File: src/hdl/touch_regs_pkg.sv
// Package for the touch-screen converter register bank.
// Assumes a 32-bit word register port; printed byte addresses are decoded whole.
`default_nettype none

package touch_regs_pkg;

   localparam int DATA_W   = 32;
   localparam int ADDR_W   = 32;
   localparam int RESULT_W = 10;
   localparam int CHAN_N   = 8;
   localparam int SWITCH_W = 4;
   localparam int KEY_W    = 24;
   localparam int ERR_W    = 24;
   localparam int OFFS_W   = 8;
   localparam int RES_N    = 4;

   // Register byte addresses
   localparam logic [ADDR_W-1:0] CONVERTER_MODE_ADDR   = 32'hFFFB0000;
   localparam logic [ADDR_W-1:0] TRIGGER_SETUP_ADDR    = 32'hFFFB0008;
   localparam logic [ADDR_W-1:0] TOUCH_SETUP_ADDR      = 32'hFFFB000C;
   localparam logic [ADDR_W-1:0] CONVERTER_STATUS_ADDR = 32'hFFFB001C;
   localparam logic [ADDR_W-1:0] LAST_RESULT_ADDR      = 32'hFFFB0020;
   localparam logic [ADDR_W-1:0] IRQ_ENABLE_SET_ADDR   = 32'hFFFB0024;
   localparam logic [ADDR_W-1:0] IRQ_ENABLE_CLEAR_ADDR = 32'hFFFB0028;
   localparam logic [ADDR_W-1:0] IRQ_MASK_VIEW_ADDR    = 32'hFFFB002C;
   localparam logic [ADDR_W-1:0] X_POSITION_ADDR       = 32'hFFFB0050;
   localparam logic [ADDR_W-1:0] PRESSURE_ONE_ADDR     = 32'hFFFB0054;
   localparam logic [ADDR_W-1:0] PRESSURE_TWO_ADDR     = 32'hFFFB0058;
   localparam logic [ADDR_W-1:0] PANEL_SWITCH_ADDR     = 32'hFFFB0060;
   localparam logic [ADDR_W-1:0] WRITE_GUARD_MODE_ADDR = 32'hFFFB00E4;
   localparam logic [ADDR_W-1:0] WRITE_GUARD_STAT_ADDR = 32'hFFFB00E8;

   // Status, enable, disable and mask share this layout
   localparam int CHANNEL_DONE_LSB       = 0;
   localparam int CHANNEL_OVERRUN_LSB    = 8;
   localparam int RESULT_READY_BIT       = 16;
   localparam int GENERAL_OVERRUN_BIT    = 17;
   localparam int RECEIVE_COUNT_END_BIT  = 18;
   localparam int RECEIVE_BOTH_EMPTY_BIT = 19;
   localparam int PEN_TOUCH_BIT          = 20;
   localparam int PEN_LIFT_BIT           = 21;
   localparam int XZ_DONE_LSB            = 24;
   localparam int XZ_OVERRUN_LSB         = 28;
   localparam logic [DATA_W-1:0] IRQ_LAYOUT = 32'h773FFFFF;
   localparam logic [DATA_W-1:0] READ_CLEAR = 32'h7032FF00;

   // Write guard fields
   localparam int GUARD_BIT   = 0;
   localparam int KEY_LSB     = 8;
   localparam int ERR_LSB     = 8;
   localparam logic [KEY_W-1:0] GUARD_KEY = 24'h545341;

endpackage

`default_nettype wire

File: src/hdl/result_hold.sv
// Holds one conversion result until the next load.
// Assumes load is a one-cycle pulse on the same clock.
`default_nettype none

module result_hold #(
   parameter int W = 10
) (
   // Clock and reset
   input  wire logic         clock,
   input  wire logic         rst_n,
   // Load side
   input  wire logic         load,
   input  wire logic [W-1:0] value,
   // Held result
   output logic      [W-1:0] data
);

   typedef struct packed {
      logic [W-1:0] data;
   } state_s;

   state_s r;
   state_s next_r;

   always_comb begin
      next_r = r;
      if (load) begin
         next_r.data = value;
      end
   end

   always_ff @(posedge clock) begin
      if (!rst_n) begin
         r <= '0;
      end else begin
         r <= next_r;
      end
   end

   assign data = r.data;
endmodule

`default_nettype wire

File: src/hdl/status_flags.sv
// Sticky event flags; a set in the same cycle as a clear wins.
// Assumes set and clear come from logic on the same clock.
`default_nettype none

module status_flags #(
   parameter int W = 32
) (
   // Clock and reset
   input  wire logic         clock,
   input  wire logic         rst_n,
   // Events and clears
   input  wire logic [W-1:0] set,
   input  wire logic [W-1:0] clear,
   // Flags
   output logic      [W-1:0] flags
);

   typedef struct packed {
      logic [W-1:0] flags;
   } state_s;

   state_s r;
   state_s next_r;

   always_comb begin
      next_r       = r;
      // A late event must not be lost to a clear
      next_r.flags = (r.flags & ~clear) | set;
   end

   always_ff @(posedge clock) begin
      if (!rst_n) begin
         r <= '0;
      end else begin
         r <= next_r;
      end
   end

   assign flags = r.flags;
endmodule

`default_nettype wire

File: src/hdl/touch_regs.sv
// Register bank of the touch-screen converter: results, interrupt mask,
// status flags, panel switch commands and keyed write guard.
// Assumes converter events are one-cycle pulses on the same clock.
// How it works
// - last result loads on every conversion
// - enable-register ones set mask bits
// - disable-register ones clear mask bits
// - mask view reads enabled sources
// - one shared bit layout for all three
// - X result in low ten bits
// - first pressure result in low ten
// - second pressure result in low ten
// - four switch bits close or open switches
// - guard bit changes only with key
// - guarded config writes rejected while active
// - status bit zero shows guard active
// - status upper field holds rejected offset
// - overrun and pen flags clear on read
// - ready flag clears on last-result read
`default_nettype none

module touch_regs
   import touch_regs_pkg::*;
(
   // Clock and reset
   input  wire logic                clock,
   input  wire logic                rst_n,
   // Register port
   input  wire logic [ADDR_W-1:0]   addr,
   input  wire logic [DATA_W-1:0]   wr_data,
   input  wire logic                wr_strobe,
   input  wire logic                rd_strobe,
   output logic      [DATA_W-1:0]   rd_data,
   // Converter events
   input  wire logic [CHAN_N-1:0]   channel_done,
   input  wire logic                x_done,
   input  wire logic                pressure_one_done,
   input  wire logic                pressure_two_done,
   input  wire logic [RESULT_W-1:0] conv_value,
   input  wire logic                pen_touch,
   input  wire logic                pen_lift,
   input  wire logic                receive_count_end,
   input  wire logic                receive_both_empty,
   // Configuration to the converter
   output logic      [DATA_W-1:0]   converter_mode,
   output logic      [DATA_W-1:0]   trigger_setup,
   output logic      [DATA_W-1:0]   touch_setup,
   // Panel switches
   output logic                     x_plus_switch,
   output logic                     x_minus_switch,
   output logic                     y_plus_switch,
   output logic                     y_minus_switch,
   // Interrupt
   output logic                     irq
);

   typedef struct packed {
      logic                guard_en;
      logic [ERR_W-1:0]    err_off;
      logic [DATA_W-1:0]   mask;
      logic [SWITCH_W-1:0] switches;
      logic [DATA_W-1:0]   mode_cfg;
      logic [DATA_W-1:0]   trig_cfg;
      logic [DATA_W-1:0]   touch_cfg;
      logic [DATA_W-1:0]   rdata;
      logic                irq;
   } regs_s;

   regs_s r;
   regs_s next_r;

   // X, first and second pressure form one done group and one overrun group
   localparam int XZ_N = 3;

   logic [DATA_W-1:0]   flags;
   logic [DATA_W-1:0]   flag_set;
   logic [DATA_W-1:0]   flag_clr;
   logic [DATA_W-1:0]   status;
   logic [RES_N-1:0]    res_load;
   logic [RESULT_W-1:0] result [RES_N];
   logic [XZ_N-1:0]     xz_done;
   logic                any_done;
   logic                wr_guarded;
   logic                key_ok;

   assign xz_done  = {pressure_two_done, pressure_one_done, x_done};
   assign any_done = (|channel_done) | (|xz_done);
   assign res_load = {pressure_two_done, pressure_one_done, x_done, any_done};

   // Index 0 is the last result; 1 to 3 are X, first and second pressure
   for (genvar i = 0; i < RES_N; i++) begin : g_res
      result_hold #(
         .W (RESULT_W)
      ) u_hold (
         .clock (clock),
         .rst_n (rst_n),
         .load  (res_load[i]),
         .value (conv_value),
         .data  (result[i])
      );
   end

   // Event side of the sticky flags; overruns fire on a done already pending
   always_comb begin
      flag_set = '0;
      flag_set[CHANNEL_DONE_LSB +: CHAN_N]    = channel_done;
      flag_set[CHANNEL_OVERRUN_LSB +: CHAN_N] =
         channel_done & flags[CHANNEL_DONE_LSB +: CHAN_N];
      flag_set[RESULT_READY_BIT]    = any_done;
      flag_set[GENERAL_OVERRUN_BIT] = any_done & flags[RESULT_READY_BIT];
      flag_set[PEN_TOUCH_BIT]       = pen_touch;
      flag_set[PEN_LIFT_BIT]        = pen_lift;
      flag_set[XZ_DONE_LSB +: XZ_N]    = xz_done;
      flag_set[XZ_OVERRUN_LSB +: XZ_N] = xz_done & flags[XZ_DONE_LSB +: XZ_N];
   end

   // Clear side: clear on read, or a one written to the status word
   always_comb begin
      flag_clr = '0;
      if (rd_strobe) begin
         unique case (addr)
            CONVERTER_STATUS_ADDR: flag_clr = READ_CLEAR;
            LAST_RESULT_ADDR:      flag_clr[RESULT_READY_BIT] = 1'b1;
            X_POSITION_ADDR:       flag_clr[XZ_DONE_LSB] = 1'b1;
            PRESSURE_ONE_ADDR:     flag_clr[XZ_DONE_LSB + 1] = 1'b1;
            PRESSURE_TWO_ADDR:     flag_clr[XZ_DONE_LSB + 2] = 1'b1;
            default:               flag_clr = '0;
         endcase
      end
      if (wr_strobe && addr == CONVERTER_STATUS_ADDR) begin
         flag_clr = wr_data & IRQ_LAYOUT;
      end
   end

   status_flags #(
      .W (DATA_W)
   ) u_flags (
      .clock (clock),
      .rst_n (rst_n),
      .set   (flag_set & IRQ_LAYOUT),
      .clear (flag_clr),
      .flags (flags)
   );

   // Receive-counter bits are levels from the transfer logic, not sticky
   always_comb begin
      status = flags & IRQ_LAYOUT;
      status[RECEIVE_COUNT_END_BIT]  = receive_count_end;
      status[RECEIVE_BOTH_EMPTY_BIT] = receive_both_empty;
   end

   assign key_ok     = wr_data[KEY_LSB +: KEY_W] == GUARD_KEY;
   assign wr_guarded = wr_strobe && r.guard_en &&
                       (addr == CONVERTER_MODE_ADDR || addr == TRIGGER_SETUP_ADDR ||
                        addr == TOUCH_SETUP_ADDR);

   always_comb begin
      next_r = r;
      if (wr_strobe && !wr_guarded) begin
         unique case (addr)
            CONVERTER_MODE_ADDR: next_r.mode_cfg  = wr_data;
            TRIGGER_SETUP_ADDR:  next_r.trig_cfg  = wr_data;
            TOUCH_SETUP_ADDR:    next_r.touch_cfg = wr_data;
            IRQ_ENABLE_SET_ADDR:
               next_r.mask = r.mask | (wr_data & IRQ_LAYOUT);
            IRQ_ENABLE_CLEAR_ADDR:
               next_r.mask = r.mask & ~(wr_data & IRQ_LAYOUT);
            PANEL_SWITCH_ADDR:
               next_r.switches = wr_data[SWITCH_W-1:0];
            WRITE_GUARD_MODE_ADDR: begin
               if (key_ok) begin
                  next_r.guard_en = wr_data[GUARD_BIT];
               end
            end
            default: next_r.mask = r.mask;
         endcase
      end
      // Rejected write leaves the target alone and records where it went
      if (wr_guarded) begin
         next_r.err_off = ERR_W'(addr[OFFS_W-1:0]);
      end
      // Read data stand one cycle only, then fall back to zero
      next_r.rdata = '0;
      if (rd_strobe) begin
         unique case (addr)
            CONVERTER_MODE_ADDR:   next_r.rdata = r.mode_cfg;
            TRIGGER_SETUP_ADDR:    next_r.rdata = r.trig_cfg;
            TOUCH_SETUP_ADDR:      next_r.rdata = r.touch_cfg;
            CONVERTER_STATUS_ADDR: next_r.rdata = status;
            LAST_RESULT_ADDR:      next_r.rdata = DATA_W'(result[0]);
            IRQ_MASK_VIEW_ADDR:    next_r.rdata = r.mask;
            X_POSITION_ADDR:       next_r.rdata = DATA_W'(result[1]);
            PRESSURE_ONE_ADDR:     next_r.rdata = DATA_W'(result[2]);
            PRESSURE_TWO_ADDR:     next_r.rdata = DATA_W'(result[3]);
            PANEL_SWITCH_ADDR:     next_r.rdata = DATA_W'(r.switches);
            WRITE_GUARD_MODE_ADDR: next_r.rdata = DATA_W'(r.guard_en);
            WRITE_GUARD_STAT_ADDR:
               next_r.rdata = {r.err_off, 7'h00, r.guard_en};
            default:               next_r.rdata = '0;
         endcase
      end
      // Registered, so the line follows the flags one cycle late
      next_r.irq = |(status & r.mask);
   end

   always_ff @(posedge clock) begin
      if (!rst_n) begin
         r <= '0;
      end else begin
         r <= next_r;
      end
   end

   assign rd_data        = r.rdata;
   assign converter_mode = r.mode_cfg;
   assign trigger_setup  = r.trig_cfg;
   assign touch_setup    = r.touch_cfg;
   assign x_plus_switch  = r.switches[0];
   assign x_minus_switch = r.switches[1];
   assign y_plus_switch  = r.switches[2];
   assign y_minus_switch = r.switches[3];
   assign irq            = r.irq;
endmodule

`default_nettype wire

File: config.mk
export PLATFORM = sky130hd
export DESIGN_NAME = touch_regs
export DESIGN_NICKNAME = d
export VERILOG_FILES = /design/src/hdl/touch_regs_pkg.sv /design/src/hdl/result_hold.sv /design/src/hdl/status_flags.sv /design/src/hdl/touch_regs.sv
export SDC_FILE = /design/constraint.sdc
export NUM_CORES = 1
export LEC_CHECK = 0
export BUFFER_PORTS_ARGS = -buffer_cell sky130_fd_sc_hd__buf_2
export CORE_MARGIN = 10
export CORE_UTILIZATION = 30
export DETAILED_ROUTE_END_ITERATION = 8
export GPL_TIMING_DRIVEN = 1
export MAX_ROUTING_LAYER = met4
export PLACE_DENSITY_LB_ADDON = 0.15
export SLEW_MARGIN = 40
export SYNTH_ARGS = -nofsm -noshare
export SYNTH_HDL_FRONTEND = slang
export SYNTH_HIERARCHICAL = 1
export SYNTH_SLANG_ARGS = --single-unit
File: constraint.sdc
create_clock -name clock -period 2.93 [get_ports clock]
set_clock_uncertainty 0.15 [all_clocks]
set_input_delay 0.293 -clock clock [delete_from_list [all_inputs] [get_ports clock]]
set_output_delay 0.293 -clock clock [all_outputs]
set_load 0.05 [all_outputs]
==> impl_metrics.tcl <==
set metrics [dict create \
    status "complete, no violations" \
    crit_family "simple AND/OR/NAND/NOR gates" \
    max_slew_margin 0.481 \
    clock-sinks 236 \
    arrival_ns 2.84 \
    fin_crit_ns 2.53 \
    worst_setup_path_start_kind "input pin" \
    multi_input_area_mm2 0.00481 \
    die_w_um 211 \
    criticalPathCategory "input pin to register" \
    drt_iter0_drc 651 \
    final_antenna_net_count 0 \
    met3_usage 0.0283 \
    start_util 0.305 \
    layout.area.seq_mm2 0.00472 \
    clockBufferDepth 3 \
    cts_max_level 1 \
    syn_inst 1196 \
    path_buf_inv 2 \
    routed_wl_mm 41.0 \
    crit_slowest_cell "or4_4" \
    p_per_area_mw_per_mm2 547 \
    worstPathMaxFanout 21 \
    slew_violations 0 \
    grt.busiest_layer "met2" \
    ir_drop_v 0.000430 \
    critical_path.max_stage_delay_ns 0.54 \
    first_pass_iters 7 \
    area_growth_pct 21.9 \
    io_pins 226 \
    clk_latency_ns 0.55 \
    crit_chain "buf_2, or4_1, or4_4, nor3_1, nor3b_1, o41ai_2, buf_12, a21oi_1" \
    synthesis.nets 1289 \
    cp.required_ns 3.24 \
    worst_hold_path_type "input pin to register" \
    synth_area_mm2 0.0109 \
    finalCritPeriodShare 0.862 \
    avgRoutedWirePerCell_um 22.4 \
    fillCellCount 3682 \
    cts_buffers 28 \
    antenna_found_initial 3 \
    grtUsageMet1 0.238 \
    hold_viol 0 \
    cts_resized 0 \
    coreArea_mm2 0.0357 \
    avgSynthCellArea_um2 9.10 \
    utilization 0.372 \
    worst_pin_slew_ns 0.778 \
    detailed_place_hpwl_mm 30.2 \
    vias 9405 \
    drc 0 \
    grt_usage 0.182 \
    grt_pass1_vias 9447 \
    fin_hold_ws_ns 0.0223 \
    dieArea_mm2 0.0443 \
    io_buffer_count 225 \
    clk_pin_slew_ns 0.06 \
    cts-root-buf "clkbuf_16" \
    maxCapViolations 0 \
    p_leak_uw 0.00540 \
    fmax_ghz 0.396 \
    cts_tree "built" \
    rows 69 \
    synth_warnings 6 \
    drive_above_1_share 0.259 \
    dieHeight_um 211 \
    grt_pass1_wl_mm 60.7 \
    cp-end-kind "register" \
    rsz0062_at_grt "no" \
    setup_viol 0 \
    vias_per_cell 5.14 \
    gp_congestion 0.877 \
    nets 1438 \
    use_met2 0.293 \
    grt_max_degree 60 \
    overflow 0 \
]
## where the power goes
| group | total (µW) | switching, µW | internal (µW) |
|---|---|---|---|
| Combinational | 462 | 264 | 198 |
| Sequential | 3310 | 47.1 | 3270 |
| Clock | 3480 | 1400 | 2090 |
## cell type report
class | instances | share of cell area
clock buffers | 44 | 0.0649
repair buffers | 332 | 0.167
well taps | 461 | 0.0435
clock inverters | 5 | 0.00462
flip-flops and latches | 236 | 0.356
inverters | 2 | 0.000566
diodes | 3 | 0.000566
multi-input cells | 745 | 0.363
## worst register-to-register path, stage by stage (launching register included)
cell,delay [ns]
dfxtp_1,0.32
a22oi_1,0.23
nor2_1,0.11
a32o_1,0.21
a221oi_1,0.40
a21oi_1,0.15
## stage by stage
step	worst slack [ns]	area, µm²	cells	setup TNS [ns]	power [µW]
2_1_floorplan	0.131	10900	1196	0	3570
3_3_place_gp	-0.232	11800	1722	-5.43	3780
3_5_place_dp	-0.169	11800	1722	-2.99	3780
4_1_cts	0.393	13300	1825	0	7340
5_1_grt	0.315	13300	1828	0	7510
6_report	0.403	13300	1828	0	7260
## per-layer routing
metal	wire length, µm	part of all wire
met5	0	0
met4	599	0.015
met3	2130	0.052
met2	19200	0.47
met1	19100	0.47
## cells in the final DEF, fill, tap and decap left out, drive strengths merged, types with 28 or more instances in the layout
| master | instances |
|---|---|
| buf | 278 |
| o21ai | 101 |
| nand3 | 105 |
| dlygate4sd3 | 54 |
| nand2 | 71 |
| nor2b | 68 |
| mux2i | 50 |
| a211oi | 28 |
| a22oi | 52 |
| a21oi | 60 |
| dfxtp | 236 |
| clkbuf | 44 |
## repair_timing
| item | 4_1_cts | 5_1_grt |
|---|---|---|
| hold endpoints to repair | 175 | 0 |
| hold buffers | 54 | 0 |
| buffers inserted | 0 | 0 |
## worst paths after layout
path / cells past startpoint / slack [ns] / startpoint / endpoint
worst max-delay path: 8 / 0.40 / addr[9] / rd_data[11]$_SDFF_PN0_
worst min-delay path: 3 / 0.02 / receive_count_end / rd_data[18]$_SDFF_PN0_
worst max register to register: 5 / 1.22 / converter_mode[3]$_SDFFE_PN0P_ / rd_data[3]$_SDFF_PN0_
worst min register to register: 2 / 0.32 / trigger_setup[24]$_SDFFE_PN0P_ / trigger_setup[24]$_SDFFE_PN0P_
Note: power is estimated with default switching activity, not from simulation.
